### config.mk
export PLATFORM = sky130hd
export DESIGN_NAME = synth_counter_pa_ramp_regs
export DESIGN_NICKNAME = d
export VERILOG_FILES = /design/src/synth_regs_pkg.sv /design/src/cfg_reg_cell.sv /design/src/ramp_timer.sv /design/src/synth_counter_pa_ramp_regs.sv
export SDC_FILE = /design/constraint.sdc
export NUM_CORES = 1
export LEC_CHECK = 0
export CAP_MARGIN = 5
export CELL_PAD_IN_SITES_DETAIL_PLACEMENT = 0
export CELL_PAD_IN_SITES_GLOBAL_PLACEMENT = 2
export CORE_MARGIN = 5
export CORE_UTILIZATION = 48
export CTS_BUF_LIST = sky130_fd_sc_hd__clkbuf_8
export CTS_CLUSTER_SIZE = 30
export DETAILED_ROUTE_END_ITERATION = 12
export DONT_BUFFER_PORTS = 1
export GPL_TIMING_DRIVEN = 1
export HOLD_SLACK_MARGIN = 0.05
export PLACE_DENSITY_LB_ADDON = 0.1
export SKIP_LAST_GASP = 1
export SYNTH_ARGS = -nofsm -noshare
export SYNTH_HDL_FRONTEND = slang
export SYNTH_HIERARCHICAL = 1
export SYNTH_SLANG_ARGS = --single-unit
### constraint.sdc
create_clock -name clk -period 6 [get_ports clk]
set_input_delay 0.6 -clock clk [delete_from_list [all_inputs] [get_ports clk]]
set_output_delay 0.6 -clock clk [all_outputs]
set_load 0.05 [all_outputs]
### src/synth_regs_pkg.sv
// shared constants, types and register map for the synthesizer counter and pa ramp bank
package synth_regs_pkg;

   // ==========================================================
   // widths and carrier types
   typedef logic [7:0] byte_t;
   typedef logic [7:0] addr_t;
   typedef logic [11:0] cycles_t;

   // one register port request, as driven by the host access logic
   typedef struct packed {
      addr_t addr;
      byte_t wdata;
      logic wr;
      logic rd;
   } reg_req_s;

   // counter set presented to the synthesizer
   typedef struct packed {
      byte_t r;
      byte_t p;
      byte_t s;
   } synth_set_s;

   // ==========================================================
   // register offsets
   localparam addr_t GEN_CFG_ADDR = 8'h00;
   localparam addr_t SET1_R_ADDR = 8'h06;
   localparam addr_t SET1_P_ADDR = 8'h07;
   localparam addr_t SET1_S_ADDR = 8'h08;
   localparam addr_t SET2_R_ADDR = 8'h09;
   localparam addr_t SET2_P_ADDR = 8'h0A;
   localparam addr_t SET2_S_ADDR = 8'h0B;
   localparam addr_t AMP_RAMP_ADDR = 8'h0C;

   // ==========================================================
   // reset values and writable-bit masks
   localparam byte_t GEN_CFG_RST = 8'h00;
   localparam byte_t SET1_R_RST = 8'h77;
   localparam byte_t SET1_P_RST = 8'h64;
   localparam byte_t SET1_S_RST = 8'h32;
   localparam byte_t SET2_R_RST = 8'h74;
   localparam byte_t SET2_P_RST = 8'h62;
   localparam byte_t SET2_S_RST = 8'h32;
   localparam byte_t AMP_RAMP_RST = 8'h38;
   localparam byte_t FULL_MASK = 8'hFF;
   localparam byte_t GEN_CFG_MASK = 8'h01;
   localparam byte_t AMP_RAMP_MASK = 8'h18;
   localparam byte_t UNMAPPED_READ = 8'h00;

   // ==========================================================
   // field positions
   localparam int unsigned PROFILE_SEL_BIT = 0;
   localparam int unsigned RAMP_LSB = 3;
   localparam int unsigned RAMP_MSB = 4;
   localparam logic [1:0] RAMP_CODE_23US = 2'b11;
   localparam logic [1:0] RAMP_CODE_15US = 2'b10;
   localparam logic [1:0] RAMP_CODE_8US5 = 2'b01;
   localparam logic [1:0] RAMP_CODE_3US = 2'b00;

   // ==========================================================
   // register table, one entry per mapped register
   localparam int unsigned NUM_REGS = 8;
   localparam int unsigned IDX_GEN = 0;
   localparam int unsigned IDX_S1R = 1;
   localparam int unsigned IDX_S1P = 2;
   localparam int unsigned IDX_S1S = 3;
   localparam int unsigned IDX_S2R = 4;
   localparam int unsigned IDX_S2P = 5;
   localparam int unsigned IDX_S2S = 6;
   localparam int unsigned IDX_AMP = 7;
   localparam addr_t REG_ADDR [NUM_REGS] = '{GEN_CFG_ADDR, SET1_R_ADDR, SET1_P_ADDR,
      SET1_S_ADDR, SET2_R_ADDR, SET2_P_ADDR, SET2_S_ADDR, AMP_RAMP_ADDR};
   localparam byte_t REG_RST [NUM_REGS] = '{GEN_CFG_RST, SET1_R_RST, SET1_P_RST,
      SET1_S_RST, SET2_R_RST, SET2_P_RST, SET2_S_RST, AMP_RAMP_RST};
   localparam byte_t REG_MASK [NUM_REGS] = '{GEN_CFG_MASK, FULL_MASK, FULL_MASK,
      FULL_MASK, FULL_MASK, FULL_MASK, FULL_MASK, AMP_RAMP_MASK};

   // ==========================================================
   // ramp times and their cycle counts at the system clock
   localparam int unsigned CLK_PERIOD_NS = 10;
   localparam int unsigned RAMP_23US_NS = 23000;
   localparam int unsigned RAMP_15US_NS = 15000;
   localparam int unsigned RAMP_8US5_NS = 8500;
   localparam int unsigned RAMP_3US_NS = 3000;
   localparam cycles_t RAMP_23US_CYC = cycles_t'(RAMP_23US_NS / CLK_PERIOD_NS);
   localparam cycles_t RAMP_15US_CYC = cycles_t'(RAMP_15US_NS / CLK_PERIOD_NS);
   localparam cycles_t RAMP_8US5_CYC = cycles_t'(RAMP_8US5_NS / CLK_PERIOD_NS);
   localparam cycles_t RAMP_3US_CYC = cycles_t'(RAMP_3US_NS / CLK_PERIOD_NS);
   localparam cycles_t CYC_ONE = 12'h001;
   localparam cycles_t CYC_ZERO = 12'h000;

endpackage

### src/cfg_reg_cell.sv
// one 8-bit configuration register with a reset value and a writable-bit mask
`timescale 1ns/1ps
module cfg_reg_cell #(
   parameter synth_regs_pkg::byte_t RST_VAL = 8'h00,
   parameter synth_regs_pkg::byte_t WMASK = 8'hFF
) (
   input wire logic clk,
   input wire logic rst_n,
   input wire logic wr_en,
   input wire synth_regs_pkg::byte_t wdata,
   output synth_regs_pkg::byte_t q,
   output synth_regs_pkg::byte_t nxt
);
   import synth_regs_pkg::*;

   // ==========================================================
   // next value: masked bits follow the write, the rest keep their reset value
   always_comb begin
      nxt = q;
      if (wr_en) begin
         nxt = (q & ~WMASK) | (wdata & WMASK);
      end
   end

   // ==========================================================
   // storage
   always_ff @(posedge clk or negedge rst_n) begin
      if (!rst_n) begin
         q <= RST_VAL;
      end else begin
         q <= nxt;
      end
   end

endmodule // cfg_reg_cell

### src/ramp_timer.sv
// down counter that times one pa ramp and flags its end
`timescale 1ns/1ps
module ramp_timer (
   input wire logic clk,
   input wire logic rst_n,
   input wire logic start,
   input wire synth_regs_pkg::cycles_t load,
   output logic busy,
   output logic done
);
   import synth_regs_pkg::*;

   cycles_t cnt_r;

   // ==========================================================
   // a start while busy restarts the count; callers only start from rest
   always_ff @(posedge clk or negedge rst_n) begin
      if (!rst_n) begin
         cnt_r <= CYC_ZERO;
         busy <= 1'b0;
         done <= 1'b0;
      end else begin
         done <= 1'b0;
         if (start) begin
            cnt_r <= load - CYC_ONE;
            busy <= 1'b1;
         end else if (busy) begin
            if (cnt_r == CYC_ZERO) begin
               busy <= 1'b0;
               done <= 1'b1;
            end else begin
               cnt_r <= cnt_r - CYC_ONE;
            end
         end
      end
   end

endmodule // ramp_timer

### src/synth_counter_pa_ramp_regs.sv
// synthesizer counter set registers, profile multiplexer and pa ramp control
// register port: one-cycle write or read strobe, read data stand the cycle after
// unmapped addresses read as zero and pulse bad_addr_r for one cycle
// at most one of the ramp status outputs is high, following the sequencer state
// pa_request and ook_mode are same-clock levels from the transmit logic
//
// Local design decision: the strobed register port.
`timescale 1ns/1ps
module synth_counter_pa_ramp_regs (
   input wire logic clk,
   input wire logic nrst,
   input wire synth_regs_pkg::reg_req_s reg_req,
   input wire logic pa_request,
   input wire logic ook_mode,
   output synth_regs_pkg::byte_t rd_data_r,
   output logic bad_addr_r,
   output synth_regs_pkg::synth_set_s synth_set_r,
   output logic active_profile_r,
   output synth_regs_pkg::cycles_t ramp_cycles_r,
   output logic ramp_rise_r,
   output logic ramp_fall_r,
   output logic pa_full_r
);
   import synth_regs_pkg::*;

   // ==========================================================
   // pa ramp sequencer states
   typedef enum logic [1:0] {
      PA_OFF,
      PA_RISE,
      PA_ON,
      PA_FALL
   } pa_state_e;

   logic rst_meta_r;
   logic rst_n;
   logic [NUM_REGS-1:0] wr_en;
   byte_t reg_q [NUM_REGS];
   byte_t reg_nxt [NUM_REGS];
   logic addr_hit;
   byte_t rd_data_nxt;
   logic sel_nxt;
   synth_set_s synth_set_nxt;
   cycles_t ramp_cycles_nxt;
   pa_state_e pa_state_r;
   pa_state_e pa_state_nxt;
   logic timer_start;
   cycles_t timer_load;
   logic timer_busy;
   logic timer_done;

   // ==========================================================
   // reset release
   // assertion is immediate, release passes two flops so every register
   // leaves reset on the same edge regardless of where nrst lands
   // the cost is two extra cycles before the first register access, which
   // the host must allow for after it lets nrst go
   always_ff @(posedge clk or negedge nrst) begin
      if (!nrst) begin
         rst_meta_r <= 1'b0;
         rst_n <= 1'b0;
      end else begin
         rst_meta_r <= 1'b1;
         rst_n <= rst_meta_r;
      end
   end

   // ==========================================================
   // register file
   // one cell per mapped register; offsets, reset values and the writable
   // masks all come from the package table, so the map lives in one place
   // a cleared mask bit pins that bit to its reset value, which is how the
   // reserved and fixed fields read back unchanged
   generate
      for (genvar i = 0; i < NUM_REGS; i++) begin : g_reg
         // address decode for writes
         assign wr_en[i] = reg_req.wr && (reg_req.addr == REG_ADDR[i]);
         cfg_reg_cell #(
            .RST_VAL(REG_RST[i]),
            .WMASK(REG_MASK[i])
         ) u_cell (
            .clk(clk),
            .rst_n(rst_n),
            .wr_en(wr_en[i]),
            .wdata(reg_req.wdata),
            .q(reg_q[i]),
            .nxt(reg_nxt[i])
         );
      end
   endgenerate

   // the amplifier register masks its reserved bits, so they keep 001 and 000
   // even if software breaks the convention; the device does not depend on it

   // ==========================================================
   // named views of the fields
   // these are next values, so the multiplexer and the ramp decode see a
   // write on the same edge that stores it; the read path uses the stored
   // copies, so a read never returns a value that is not yet committed

   // profile select bit of the general configuration register
   logic profile_select;

   // counter fields of both sets and the ramp field
   byte_t profile_one_r_value;
   byte_t profile_one_p_value;
   byte_t profile_one_s_value;
   byte_t profile_two_r_value;
   byte_t profile_two_p_value;
   byte_t profile_two_s_value;
   logic [1:0] amp_ramp_time_field;

   // select bit
   assign profile_select = reg_nxt[IDX_GEN][PROFILE_SEL_BIT];

   // counter and ramp fields
   assign profile_one_r_value = reg_nxt[IDX_S1R];
   assign profile_one_p_value = reg_nxt[IDX_S1P];
   assign profile_one_s_value = reg_nxt[IDX_S1S];
   assign profile_two_r_value = reg_nxt[IDX_S2R];
   assign profile_two_p_value = reg_nxt[IDX_S2P];
   assign profile_two_s_value = reg_nxt[IDX_S2S];
   assign amp_ramp_time_field = reg_nxt[IDX_AMP][RAMP_MSB:RAMP_LSB];

   // ==========================================================
   // read decode
   // a read in the same cycle as a write to that register returns the old
   // contents; the master never issues both strobes together anyway
   // holes in the map belong to neighbouring blocks; here they read as zero
   // and only raise bad_addr_r, so a stray access changes nothing
   always_comb begin
      rd_data_nxt = UNMAPPED_READ;
      addr_hit = 1'b0;
      for (int i = 0; i < NUM_REGS; i++) begin
         if (reg_req.addr == REG_ADDR[i]) begin
            rd_data_nxt = reg_q[i];
            addr_hit = 1'b1;
         end
      end
   end

   // read data stand for exactly the cycle after the strobe, zero otherwise
   // zero between reads keeps a shared read bus free of stale bytes
   always_ff @(posedge clk or negedge rst_n) begin
      if (!rst_n) begin
         rd_data_r <= UNMAPPED_READ;
      end else if (reg_req.rd) begin
         rd_data_r <= rd_data_nxt;
      end else begin
         rd_data_r <= UNMAPPED_READ;
      end
   end

   // one-cycle flag for a read or write that hit no register
   // a status pulse only; nothing in the bank reacts to it
   always_ff @(posedge clk or negedge rst_n) begin
      if (!rst_n) begin
         bad_addr_r <= 1'b0;
      end else begin
         bad_addr_r <= (reg_req.rd || reg_req.wr) && !addr_hit;
      end
   end

   // ==========================================================
   // profile multiplexer
   // built from the registers' next values so the synthesizer sees the new
   // set on the same edge that stores the new select bit, with no extra lag
   // both sets are always stored; only the multiplexer decides which is live
   assign sel_nxt = profile_select;

   always_comb begin
      if (sel_nxt) begin
         synth_set_nxt.r = profile_two_r_value;
         synth_set_nxt.p = profile_two_p_value;
         synth_set_nxt.s = profile_two_s_value;
      end else begin
         synth_set_nxt.r = profile_one_r_value;
         synth_set_nxt.p = profile_one_p_value;
         synth_set_nxt.s = profile_one_s_value;
      end
   end

   // registered set and select shown to the synthesizer
   // the select copy tells software which set the synthesizer is using
   always_ff @(posedge clk or negedge rst_n) begin
      if (!rst_n) begin
         synth_set_r <= {SET1_R_RST, SET1_P_RST, SET1_S_RST};
         active_profile_r <= 1'b0;
      end else begin
         synth_set_r <= synth_set_nxt;
         active_profile_r <= sel_nxt;
      end
   end

   // ==========================================================
   // ramp time decode
   // the default arm cannot be reached with a two-bit field; it keeps the
   // decode total and falls back to the longest, gentlest ramp
   always_comb begin
      case (amp_ramp_time_field)
         RAMP_CODE_23US: ramp_cycles_nxt = RAMP_23US_CYC;
         RAMP_CODE_15US: ramp_cycles_nxt = RAMP_15US_CYC;
         RAMP_CODE_8US5: ramp_cycles_nxt = RAMP_8US5_CYC;
         RAMP_CODE_3US: ramp_cycles_nxt = RAMP_3US_CYC;
         default: ramp_cycles_nxt = RAMP_23US_CYC;
      endcase
   end

   // current setting, reset to the longest ramp
   // registering the decode keeps the timer load path starting at a flop
   always_ff @(posedge clk or negedge rst_n) begin
      if (!rst_n) begin
         ramp_cycles_r <= RAMP_23US_CYC;
      end else begin
         ramp_cycles_r <= ramp_cycles_nxt;
      end
   end

   // ==========================================================
   // pa ramp sequencer
   // pa_request and ook_mode come from transmit logic on this clock, so
   // they are read without synchronisers. the ramp length is taken when a
   // ramp starts; a register change mid-ramp applies to the next ramp only,
   // which avoids a truncated or stretched edge on the regulator
   // a ramp status output stays high for the loaded count plus one cycle:
   // the timer loads count minus one, flags done after count edges, and
   // the state moves on at the edge after done
   assign timer_load = ramp_cycles_r;

   // next state and timer start; one decision per edge
   always_comb begin
      pa_state_nxt = pa_state_r;
      timer_start = 1'b0;
      case (pa_state_r)
         PA_OFF: begin
            if (pa_request && ook_mode) begin
               pa_state_nxt = PA_RISE;
               timer_start = 1'b1;
            end else if (pa_request) begin
               pa_state_nxt = PA_ON;
            end
         end
         PA_RISE: begin
            // a request dropped mid-rise still finishes the rise, then falls
            if (timer_done) begin
               if (pa_request) begin
                  pa_state_nxt = PA_ON;
               end else begin
                  pa_state_nxt = PA_FALL;
                  timer_start = 1'b1;
               end
            end
         end
         PA_ON: begin
            if (!pa_request && ook_mode) begin
               pa_state_nxt = PA_FALL;
               timer_start = 1'b1;
            end else if (!pa_request) begin
               pa_state_nxt = PA_OFF;
            end
         end
         PA_FALL: begin
            if (timer_done) begin
               pa_state_nxt = PA_OFF;
            end
         end
         default: begin
            pa_state_nxt = PA_OFF;
         end
      endcase
   end

   // sequencer state
   // the state register alone; outputs and timer start come from the next state
   always_ff @(posedge clk or negedge rst_n) begin
      if (!rst_n) begin
         pa_state_r <= PA_OFF;
      end else begin
         pa_state_r <= pa_state_nxt;
      end
   end

   // ramp length counter
   // shared by rise and fall, which never overlap in the sequencer
   ramp_timer u_ramp_timer (
      .clk(clk),
      .rst_n(rst_n),
      .start(timer_start),
      .load(timer_load),
      .busy(timer_busy),
      .done(timer_done)
   );

   // ==========================================================
   // ramp status outputs, registered from the next state so each one
   // lines up with the state register instead of trailing it by a cycle

   // rising ramp in progress
   always_ff @(posedge clk or negedge rst_n) begin
      if (!rst_n) begin
         ramp_rise_r <= 1'b0;
      end else begin
         ramp_rise_r <= (pa_state_nxt == PA_RISE);
      end
   end

   // falling ramp in progress
   always_ff @(posedge clk or negedge rst_n) begin
      if (!rst_n) begin
         ramp_fall_r <= 1'b0;
      end else begin
         ramp_fall_r <= (pa_state_nxt == PA_FALL);
      end
   end

   // amplifier fully on, with or without a ramp behind it
   always_ff @(posedge clk or negedge rst_n) begin
      if (!rst_n) begin
         pa_full_r <= 1'b0;
      end else begin
         pa_full_r <= (pa_state_nxt == PA_ON);
      end
   end

   // timer_busy is only an internal view; the state machine keys on done
   // busy stays wired so the timer keeps one port list for every user
   logic unused_busy;
   assign unused_busy = timer_busy;

endmodule // synth_counter_pa_ramp_regs

* After elaboration in Yosys (flattened, before gate mapping)
Index checks and enable logic that the tools add are counted.
Word-level totals: bits of input ports 22, flip-flop bits (word level) 130, output and inout bits 49, word-level logic and storage cells 115
Cells by class: bitwise gates (word level) 2, equal/unequal tests 17, reduce and logical (&&, ||, !) cells 20, muxes and demuxes 49, add/subtract/negate cells 2
Operators by type and width (count):
- 8-bit two-way mux | 15
- 12-bit one-hot mux with 4 select lines | 1
- 8-bit by 4-bit == test with 1-bit output, second input constant | 5
- 12-bit two-way mux | 3
- 24-bit two-way mux | 1
- 12-bit by 1-bit subtractor with 12-bit output, second input constant | 2
- 1-bit two-way mux | 20
- 8-bit by 3-bit == test with 1-bit output, second input constant | 2
- 2-bit == test, second input constant | 6
- 12-bit zero test | 1
- 2-bit two-way mux | 6
- 1-bit logical AND | 11
- 8-bit zero test | 1
- 8-bit by 1-bit bitwise OR with 8-bit output | 1
- 8-bit by 5-bit bitwise OR with 8-bit output | 1
- 2-bit one-hot mux with 4 select lines | 1
- 2-bit by 1-bit == test with 1-bit output, second input constant | 3
- 5-bit two-way mux | 1
- 2-bit zero test | 2
- 1-bit one-hot mux with 3 select lines | 1
- 1-bit zero test | 2
- 2-bit != test, second input constant | 1
- 2-bit AND reduction | 1
- 2-bit nonzero test | 1
- 1-bit logical OR | 1

* Logic depth before layout (Yosys ltp)
Gate-level depths: netlist of the first run.
depth in word-level cells 11, gate-level depth with buffers 13, depth with buffers taken out 9

* Modules after synthesis
Netlist of the first run, hierarchy kept.
Modules (own cells, without submodules):
- synth_counter_pa_ramp_regs | area an instance 2612.5 um2, cells an instance 236, seq. area each 1247.4 um2, instances 1
- cfg_reg_cell at g_reg[2].u_cell ... | area an instance 335.3 um2, cells an instance 17, seq. area each 203.9 um2, instances 4
- ramp_timer | area an instance 1068.5 um2, cells an instance 116, seq. area each 350.3 um2, instances 1
- cfg_reg_cell at g_reg[1].u_cell | area an instance 339.1 um2, cells an instance 17, seq. area each 207.7 um2, instances 1
- cfg_reg_cell at g_reg[4].u_cell | area an instance 336.6 um2, cells an instance 17, seq. area each 205.2 um2, instances 1
- cfg_reg_cell at g_reg[7].u_cell | area an instance 172.7 um2, cells an instance 18, seq. area each 52.6 um2, instances 1
- cfg_reg_cell at g_reg[0].u_cell | area an instance 148.9 um2, cells an instance 17, seq. area each 25.0 um2, instances 1

* Worst setup path after synthesis of the first run
OpenSTA, ideal clock, no wires.
path type input-to-reg, start point input pa_request, end point register u_ramp_timer.cnt_r[10], setup time 0.126 ns, cell stages on the path 13, slack 2.725 ns, data arrival time 3.149 ns, path buffers 4, required time 5.874 ns, cell sequence xnor2_1 > nor3b_1 > a31o_2 > buf_4 > clkbuf_1 > buf_1 > mux2i_1 > ha_1 > clkbuf_1 > nand3_1 > and3b_1 > xor2_1 > a221o_1
Between the ends: word-level cells in the longest chain between the ends 6, elaborated cells between the ends (all ways) 12, those cells by class 1 x eq/ne; 6 x mux; 5 x reduce/logical
Ends and longest elaborated chain:
- start, declared | RTL line synth_counter_pa_ramp_regs.sv:13 | input wire logic pa_request,
- 1-bit zero test
- 1-bit logical AND | RTL line synth_counter_pa_ramp_regs.sv:255 | if (!pa_request && ook_mode) begin
- 1-bit two-way mux | RTL line synth_counter_pa_ramp_regs.sv:255
- 1-bit one-hot mux with 3 select lines * | RTL line synth_counter_pa_ramp_regs.sv:234 | case (pa_state_r)
- via timer_start | RTL line synth_counter_pa_ramp_regs.sv:47 | logic timer_start;
- 2-bit != test (no line) / 2-bit nonzero test (equally long branches)
- 2-bit AND reduction (no line)
- end signal, assigned | RTL line ramp_timer.sv:25 | cnt_r <= load - CYC_ONE;
- end signal, assigned | RTL line ramp_timer.sv:32 | cnt_r <= cnt_r - CYC_ONE;
- end, declared | RTL line ramp_timer.sv:13 | cycles_t cnt_r;
Mark *: on every way through the listed nets, which the timed path passes. The rest lies on a longest branch. A chain may end at the register's enable or synchronous reset.

* Worst setup path after layout of the first run
start point register pa_state_r[1], end point register u_ramp_timer.cnt_r[10]
Between the ends: word-level cells in the longest chain between the ends 4, elaborated cells between the ends (all ways) 8, those cells by class 3 x eq/ne; 2 x mux; 3 x reduce/logical
Ends and longest elaborated chain:
- start, declared | RTL line synth_counter_pa_ramp_regs.sv:45 | pa_state_e pa_state_r;
- start signal, assigned | RTL line synth_counter_pa_ramp_regs.sv:279 | pa_state_r <= pa_state_nxt;
- 2-bit == test, or another cell as far along | RTL line synth_counter_pa_ramp_regs.sv:234
- 1-bit one-hot mux with 3 select lines * | RTL line synth_counter_pa_ramp_regs.sv:234
- via timer_start | RTL line synth_counter_pa_ramp_regs.sv:47
- 2-bit != test (no line) / 2-bit nonzero test (equally long branches)
- 2-bit AND reduction (no line)
Marked as above.

==> results.json, run 1 <==
{
  "result_of_the_run": "complete, no violations",
  "clkLatencyLatePin_ps": 430,
  "place_congestion": 0.814,
  "min-delay-path-class": "primary input to flip-flop",
  "critical_path.endpoint_type": "flip-flop",
  "die_area_um2": 14700,
  "fin_worst_skew_ps": 10.8,
  "ctsRootBufferMaster": "sky130_fd_sc_hd__clkbuf_8",
  "clk_transition_reported_paths_ps": 70,
  "post_drt_antenna_nets": 0,
  "htreeDepth": 4,
  "tightest_slew_ps": 1080,
  "final_hold_viol_count": 0,
  "overflow": 0,
  "initial_core_util_pct": 49.1,
  "synth_warnings": 6,
  "grtUsageTotal_pct": 19.3,
  "grt_pass1_wl_um": 21600,
  "r2r_cells": 9,
  "syn_to_final_growth_pct": 8.07,
  "seqCellArea_um2": 2910,
  "count_of_filler_cells_inserted_in_the_layout": 1065,
  "drive_gt1_share_pct": 35.7,
  "placeable_core_area_um2": 12100,
  "ios": 71,
  "slew_headroom_pct": 28.3,
  "endpoint": "u_ramp_timer/cnt_r[10]",
  "finish.net_count": 499,
  "drt_pass1_iterations": 4,
  "chipWidth_um": 121,
  "setup.worst_path.start": "pa_state_r[1]",
  "cp-start-kind": "flip-flop",
  "total_negative_slack_for_setup_checks_ps": 0,
  "static-leakage-power_nw": 2.69,
  "cp.arrival_ps": 3340,
  "drt_drc_violations_left": 0,
  "first_iter_violations": 159,
  "timing.critical_path.fanout_max": 29,
  "min_from": "reg_req[1]",
  "worst_ir_drop_vdd_mv": 0.143,
  "critPathKind": "flip-flop to flip-flop",
  "clockBufferDepth": 2,
  "route.detailed.wl_per_inst_um": 20.6,
  "rr_endpoint": "u_ramp_timer/cnt_r[10]",
  "multiInputGateArea_um2": 2720,
  "ff2ff_setup_slack_ps": 2970,
  "io_buffers": 0,
  "antenna_found_initial": 0,
  "dp_hpwl_um": 8920,
  "mostFrequentLayoutCells": "sky130_fd_sc_hd__dfrtp_1, sky130_fd_sc_hd__mux2_4, sky130_fd_sc_hd__dfstp_2",
  "cts_buffers": 17,
  "worst_hold_slack_ps": 305,
  "power.density_nw_per_um2": 334,
  "final_common_cell": "sky130_fd_sc_hd__dfrtp_1",
  "via_count_normalized_by_instance_count": 5.54,
  "cts_num_sinks": 114,
  "count_of_final_setup_violators": 0,
  "antenna-diode-count": 0,
  "max_freq_mhz": 331,
  "crit_required_ps": 6320,
  "chipHeight_um": 121,
  "synth.avg_cell_area_um2": 12.4,
  "r2r-start": "pa_state_r[1]",
  "period_minus_slack_ps": 3030,
  "cts_hold_buffers": 1,
  "clock_tree_from_tritoncts": "built",
  "dr_total_vias": 3615,
  "synthCells": 476,
  "drv_cap": 0,
  "std_cell_rows": 40,
  "combined_area_of_all_synthesized_cells_um2": 5920,
  "post_cts_resize_count": 0,
  "final_max_slew_viol_count": 0,
  "detail_route.wirelength_um": 13400,
  "largest_net_degree_at_the_start_of_global_routing": 64,
  "min_period_over_period_pct": 50.4,
  "postcts_setup_bufs": 0,
  "first_global_vias": 3896,
  "grt_setup_unrepaired": "false"
}
==> area by class of cell <==
| cell class | instances | area share, % |
|---|---|---|
| multi-input combinational | 314 | 42.5 |
| tap | 168 | 3.28 |
| clock buffer | 20 | 4.30 |
| inverter | 16 | 0.938 |
| sequential | 114 | 45.4 |
| timing repair buffer | 8 | 0.978 |
| clock inverter | 12 | 2.54 |
==> per-layer routing <==
layer	share of wire, %	GRT usage [%]
met1	43	23.6
met2	50	32.5
met3	5.1	5.55
met4	1.2	6.66
met5	0	0
==> metrics by stage <==
step           power [mW]  instances  area [um^2]  setup slack (ps)  utilization [%]
2_1_floorplan        1.30        488         5970              2660                -
3_3_place_gp         1.35        619         5950              2590             49.3
3_5_place_dp         1.36        619         5950              2550             49.3
4_1_cts              2.17        652         6400              2960             53.1
5_1_grt              2.25        652         6400              2760             53.1
6_report             2.14        652         6400              2970             53.1
==> registers in the layout, indices dropped and copies added (netlist names) <==
| signal | count |
|---|---|
| u_ramp_timer/cnt_r | 12 |
| ramp_cycles_r | 8 |
| bad_addr_r | 1 |
| pa_full_r | 1 |
| rst_meta_r | 1 |
| rst_n | 1 |
| g.u_cell/q | 51 |
| synth_set_r | 24 |
| ramp_rise_r | 1 |
| ramp_fall_r | 1 |
| rd_data_r | 8 |
| pa_state_r | 2 |
| u_ramp_timer/done | 1 |
| active_profile_r | 1 |
| u_ramp_timer/busy | 1 |
==> worst min path at each step <==
stage | endpoint | slack [ps] | depth (start not counted)
2_1_floorplan | rst_meta_r | 300 | 0
3_3_place_gp | rst_meta_r | 300 | 0
3_5_place_dp | rst_meta_r | 300 | 0
4_1_cts | bad_addr_r | 270 | 2
5_1_grt | g_reg[4].u_cell/q[3] | 290 | 1
6_report | bad_addr_r | 300 | 2
==> power breakdown <==
| group | total, mW | internal, mW | leakage, nW | switching, mW |
|---|---|---|---|---|
| Clock | 0.794 | 0.480 | 0.227 | 0.314 |
| Sequential | 1.03 | 0.865 | 1.38 | 0.165 |
| Combinational | 0.314 | 0.150 | 1.09 | 0.164 |
| Total | 2.14 | 1.49 | 2.69 | 0.643 |
==> worst max-delay path, cell delays in order (launching register included) <==
cell and delay [ps]:
sky130_fd_sc_hd__dfrtp_1 430, sky130_fd_sc_hd__xnor2_1 150, sky130_fd_sc_hd__nor3b_1 260, sky130_fd_sc_hd__a31o_2 570
sky130_fd_sc_hd__mux2i_1 300, sky130_fd_sc_hd__ha_1 390, sky130_fd_sc_hd__nand3_1 140, sky130_fd_sc_hd__and3b_1 280
sky130_fd_sc_hd__xor2_1 80, sky130_fd_sc_hd__a221o_1 300
(Power assumes the default switching activity.)
==> inputs of run 2 (changes only) <==
- ABC_AREA: unset -> 1
- CORE_UTILIZATION: 48 -> 36
- clock period: 6 -> 2.6 ns (I/O delays scaled with it)
==> run 2 against run 1 <==
  * Die area up 31%
  * Synthesized cell count up 50%
  * Largest cell class unchanged
  * First-iteration DRC count up 86%
  * Worst setup slack worse by 2500 ps
  * Global-route usage down 1.7 points
  * Via count up 24%
  * Routed wire length up 21%
  * Core utilization down 13 points
  * Combinational power rose to 4.0 times the previous value
  * Critical path depth up 4
  * Hold slack worse by 220 ps
==> results.json, run 2 <==
{
  "die_area_um2": 19200,
  "registers_with_the_most_flip_flops": "g.u_cell/q: 51 flops, synth_set_r: 24 flops, u_ramp_timer/cnt_r: 12 flops",
  "r2r-start": "pa_state_r[0]",
  "chipWidth_um": 138,
  "placeable_core_area_um2": 16300,
  "finalNonFillerCells": 970,
  "io_buffers": 0,
  "critical_path.cell_chain": "inv_1 -> nor2_1 -> nand3_1 -> nand3_1 -> inv_2 -> nand2_1 -> o21ai_1 -> ha_1 -> nand2_1 -> nor2_2 -> nand4_1 -> nand3_1 -> nand2_1",
  "synthCells": 713,
  "mostFrequentLayoutCells": "sky130_fd_sc_hd__nand2_1, sky130_fd_sc_hd__dfrtp_1, sky130_fd_sc_hd__inv_1",
  "drt_drc_violations_left": 0,
  "place_congestion": 0.815,
  "postcts_setup_bufs": 0,
  "met3WireLength_um": 677,
  "count_of_final_setup_violators": 0,
  "critical_path.max_stage_delay_ps": 380,
  "critPathKind": "flip-flop to flip-flop",
  "cpMaxStageDelayCell": "sky130_fd_sc_hd__dfrtp_1",
  "holdPathStages": 3,
  "top_layer_used": "met4",
  "first_iter_violations": 296,
  "cts_buffers": 17,
  "grt_pass1_wl_um": 26000,
  "syn_to_final_growth_pct": 11.5,
  "result_of_the_run": "complete, no violations",
  "post_cts_resize_count": 0,
  "drive_gt1_share_pct": 20.8,
  "antenna_found_initial": 0,
  "wl_met1_um": 7010,
  "cp.arrival_ps": 2470,
  "largest_net_degree_at_the_start_of_global_routing": 62,
  "max_freq_mhz": 467,
  "fin_worst_skew_ps": 9.96,
  "multiInputGateArea_um2": 2510,
  "dr_total_vias": 4468,
  "grtUsageTotal_pct": 17.6,
  "post_drt_antenna_nets": 0,
  "setup.worst_path.start": "pa_state_r[0]",
  "via_count_normalized_by_instance_count": 4.61,
  "cts_num_sinks": 114,
  "chipHeight_um": 138,
  "clockBufferDepth": 2,
  "initial_core_util_pct": 36.3,
  "dp_hpwl_um": 12100,
  "combined_area_of_all_synthesized_cells_um2": 5930,
  "route.detailed.wl_per_inst_um": 16.8,
  "final_max_slew_viol_count": 0,
  "static-leakage-power_nw": 3.35,
  "placed_cells": 927,
  "slew_headroom_pct": 65.7,
  "timing.hold.worst_endpoint": "bad_addr_r",
  "drt_pass1_iterations": 4,
  "worst_ir_drop_vdd_mv": 0.310,
  "cp-start-kind": "flip-flop",
  "total_negative_slack_for_setup_checks_ps": 0,
  "antenna-diode-count": 0,
  "min-delay-path-class": "primary input to flip-flop",
  "final_common_cell": "sky130_fd_sc_hd__nand2_1",
  "detailed_routed_wire_length_on_met2_um": 8410,
  "seqCellArea_um2": 2910,
  "power.density_nw_per_um2": 782,
  "ctsRootBufferMaster": "sky130_fd_sc_hd__clkbuf_8",
  "detail_route.wirelength_um": 16300,
  "clk_transition_reported_paths_ps": 80,
  "r2r_cells": 13,
  "grt_setup_unrepaired": "false",
  "critical_path.endpoint_type": "flip-flop",
  "std_cell_rows": 47,
  "count_of_filler_cells_inserted_in_the_layout": 1752,
  "overflow": 0,
  "crit_required_ps": 2930,
  "timing.critical_path.fanout_max": 18,
  "clkLatencyLatePin_ps": 440,
  "period_minus_slack_ps": 2140,
  "first_global_vias": 4543,
  "ios": 71,
  "synth_warnings": 6,
  "cts_hold_buffers": 11,
  "worst_hold_slack_ps": 81.7,
  "ff2ff_setup_slack_ps": 460,
  "clock_tree_from_tritoncts": "built",
  "largest_reg_flops": 51,
  "drv_cap": 0,
  "min_from": "reg_req[11]",
  "synth.avg_cell_area_um2": 8.32,
  "tightest_slew_ps": 515,
  "regMostFlops": "g.u_cell/q",
  "final_hold_viol_count": 0,
  "htreeDepth": 4,
  "min_period_over_period_pct": 82.4,
  "rr_endpoint": "u_ramp_timer/cnt_r[10]",
  "finish.net_count": 765
}
## run 2: per-layer routing
| metal | global-route usage (%) | vias up |
|---|---|---|
| met5 | 0 | - |
| met4 | 4.42 | 0 |
| met3 | 4.83 | 12 |
| met2 | 30.5 | 86 |
| met1 | 21.7 | 2104 |
| li1 | - | 2266 |
## run 2: where the power goes
| group | internal (mW) | switching [mW] |
|---|---|---|
| clock network | 0.858 | 0.794 |
| registers | 2.01 | 0.272 |
| logic | 0.379 | 0.869 |
## run 2: final cells by class
class / count / share of cell area (%)
Timing Repair Buffer: 27 / 3.67
Tap cell: 220 / 4.16
Inverter: 73 / 4.33
Clock inverter: 15 / 2.40
Clock buffer: 17 / 3.54
Sequential cell: 114 / 43.9
Multi-Input combinational cell: 504 / 38.0
## run 2: worst max path at each step
stage,endpoint,slack (ps),cells after the start
after CTS,u_ramp_timer/cnt_r[10],470,13
after global placement,u_ramp_timer/cnt_r[10],530,14
after floorplan,ramp_cycles_r[7],640,12
after detailed placement,u_ramp_timer/cnt_r[10],470,13
after global routing,u_ramp_timer/cnt_r[8],270,14
final,u_ramp_timer/cnt_r[10],460,13
## run 2: stage by stage
| stage | instance area [um^2] | setup slack (ps) | power [mW] | util (%) |
|---|---|---|---|---|
| 2_1_floorplan | 5980 | 638 | 3.25 | - |
| 3_3_place_gp | 6110 | 528 | 3.53 | 37.4 |
| 3_5_place_dp | 6110 | 475 | 3.53 | 37.4 |
| 4_1_cts | 6620 | 471 | 5.25 | 40.5 |
| 5_1_grt | 6620 | 267 | 5.53 | 40.5 |
| 6_report | 6620 | 457 | 5.18 | 40.5 |
## run 2: worst max-delay path, delay by kind of cell (launching register included)
kind	cells	cell delay [ps]
flops	1	380
buf+inv	2	380
fa+ha+maj	1	210
compound gates	1	150
simple gates	9	920
==> inputs of run 3 (changes only) <==
- clock period: 2.6 -> 1.9 ns (I/O delays scaled with it)
==> run 3 against run 2 <==
  * Cell area up 7.1%
  * Non-clock buffer count up 38
  * Routed wire length up 1.8%
  * Die area unchanged
  * Global-route usage up 0.36 points
  * Sequential share of layout area down 2.9 points
  * Power up 50%
  * Worst setup slack worse by 440 ps
  * Largest cell class unchanged
  * Critical path type unchanged
  * Clock skew about the same
==> results.json, run 3 (synthesis gave the netlist of run 2 again) <==
{
  "final_max_slew_viol_count": 0,
  "post-place-ws_ps": -81.2,
  "min-delay-path-class": "primary input to flip-flop",
  "drt_drc_violations_left": 0,
  "grt_pass1_wl_um": 26800,
  "worst_hold_slack_ps": 112,
  "mostFrequentLayoutCells": "sky130_fd_sc_hd__nand2_1, sky130_fd_sc_hd__dfrtp_1, sky130_fd_sc_hd__inv_1",
  "drt_pass1_iterations": 5,
  "antenna_found_initial": 0,
  "largest_net_degree_at_the_start_of_global_routing": 66,
  "min_period_over_period_pct": 99.3,
  "crit_required_ps": 2200,
  "period_minus_slack_ps": 1890,
  "chipWidth_um": 138,
  "initial_core_util_pct": 36.3,
  "result_of_the_run": "complete, no violations",
  "max_freq_mhz": 530,
  "finish.net_count": 803,
  "design_area_final_um2": 7090,
  "dp_hpwl_um": 12500,
  "route.detailed.wl_per_inst_um": 16.4,
  "regMostFlops": "g.u_cell/q",
  "die_area_um2": 19200,
  "grtUsageTotal_pct": 17.9,
  "drv_cap": 0,
  "first_global_vias": 4902,
  "final_common_cell": "sky130_fd_sc_hd__nand2_1",
  "placeable_core_area_um2": 16300,
  "final.setup.worst_slack_ps": 12.9,
  "critPathKind": "flip-flop to flip-flop",
  "chipHeight_um": 138,
  "largest_reg_flops": 51,
  "via_count_normalized_by_instance_count": 4.65,
  "place_congestion": 0.819,
  "fin_worst_skew_ps": 9.86,
  "std_cell_rows": 47,
  "tightest_slew_ps": 517,
  "clkLatencyLatePin_ps": 430,
  "cp.arrival_ps": 2190,
  "ios": 71,
  "placement.cell_area_um2": 6330,
  "grt_setup_unrepaired": "true",
  "slew_headroom_pct": 65.6,
  "dr_total_vias": 4690,
  "timing.critical_path.fanout_max": 8,
  "registers_with_the_most_flip_flops": "g.u_cell/q: 51 flops, synth_set_r: 24 flops, u_ramp_timer/cnt_r: 12 flops",
  "first_iter_violations": 162,
  "drive_gt1_share_pct": 28.7,
  "power.density_nw_per_um2": 1090,
  "worst_ir_drop_vdd_mv": 0.413,
  "clk_transition_reported_paths_ps": 70,
  "detail_route.wirelength_um": 16600,
  "io_buffers": 0,
  "clockBufferDepth": 2,
  "static-leakage-power_nw": 3.56,
  "overflow": 0,
  "clock_tree_from_tritoncts": "built",
  "cts_buffers": 17,
  "placed_cells": 953,
  "finalNonFillerCells": 1008,
  "count_of_final_setup_violators": 0,
  "post_drt_antenna_nets": 0,
  "ctsRootBufferMaster": "sky130_fd_sc_hd__clkbuf_8",
  "syn_to_final_growth_pct": 19.5,
  "cp-start-kind": "flip-flop",
  "critical_path.endpoint_type": "flip-flop",
  "count_of_filler_cells_inserted_in_the_layout": 1694,
  "final_hold_viol_count": 0,
  "htreeDepth": 4,
  "antenna-diode-count": 0,
  "cts_num_sinks": 114
}
## run 3: cell count changes in the layout (fill, tap and decap cells not counted), sizes merged
cell,delta
clkbuf,+1
bufinv,-1
clkinv,-2
dlygate4sd3,+3
clkinvlp,+1
buf,+35
inv,+1
## run 3: layer usage
layer	share of wire [%]	global-route usage, %	vias up
li1	-	-	2344
met1	43	21.6	2254
met2	53	32.0	77
met3	3.3	4.39	15
met4	1.5	4.78	0
met5	0	0	-
## run 3: report_power, final
part	internal [mW]	leakage, nW	switching (mW)
clock network	1.06	0.188	1.05
registers	2.75	1.39	0.362
logic	1.01	1.99	1.52
total	4.82	3.56	2.93
## run 3: area by class of cell
cell class / count / area (um^2) / share of cell area, %
flip-flops and latches: 114 / 2910 / 41.0
multi-input cells: 504 / 2660 / 37.5
repair buffers: 65 / 591 / 8.33
inverters: 73 / 293 / 4.13
well taps: 220 / 275 / 3.88
clock buffers: 18 / 248 / 3.49
clock inverters: 14 / 115 / 1.62
## run 3: path summary, 6_finish.rpt
kind,startpoint,to,slack [ps],depth (start not counted)
min in group asynchronous,rst_n,synth_set_r[3],310,1
worst max-delay path,pa_state_r[1],u_ramp_timer/cnt_r[1],10,12
worst min-delay path,reg_req[13],g_reg[7].u_cell/q[4],110,4
worst min register to register,rst_n,synth_set_r[3],310,1
max in group asynchronous,rst_n,g_reg[1].u_cell/q[1],1190,1
worst max register to register,pa_state_r[1],u_ramp_timer/cnt_r[1],10,12
## run 3: through the flow
stage | util [%] | power [mW] | setup TNS, ps
finish | 43.4 | 7.75 | 0
floorplan | - | 4.45 | 0
CTS | 42.1 | 7.40 | 0
detailed placement | 38.7 | 5.13 | -174
global route | 43.4 | 8.26 | -764
global placement | 38.7 | 5.12 | -99.7
## run 3: worst max-delay path, cell delays in order (launching register included)
cell	delay, ps
sky130_fd_sc_hd__dfrtp_1	410
sky130_fd_sc_hd__nor2_1	110
sky130_fd_sc_hd__inv_1	60
sky130_fd_sc_hd__nor2_1	80
sky130_fd_sc_hd__inv_1	70
sky130_fd_sc_hd__nand3_2	110
sky130_fd_sc_hd__buf_6	160
sky130_fd_sc_hd__buf_4	130
sky130_fd_sc_hd__nor2_2	50
sky130_fd_sc_hd__a21oi_4	150
sky130_fd_sc_hd__clkinvlp_4	250
sky130_fd_sc_hd__nand2_1	110
sky130_fd_sc_hd__o21ai_0	80
## run 3: what timing repair did
item | in CTS | in global routing
setup buffers | 2 | 7
hold buffers | 14 | 0
pin swaps | 1 | 26
resized for setup | 7 | 53
endpoints found under the setup margin | 6 | 12
endpoints found under the hold margin | 86 | 0
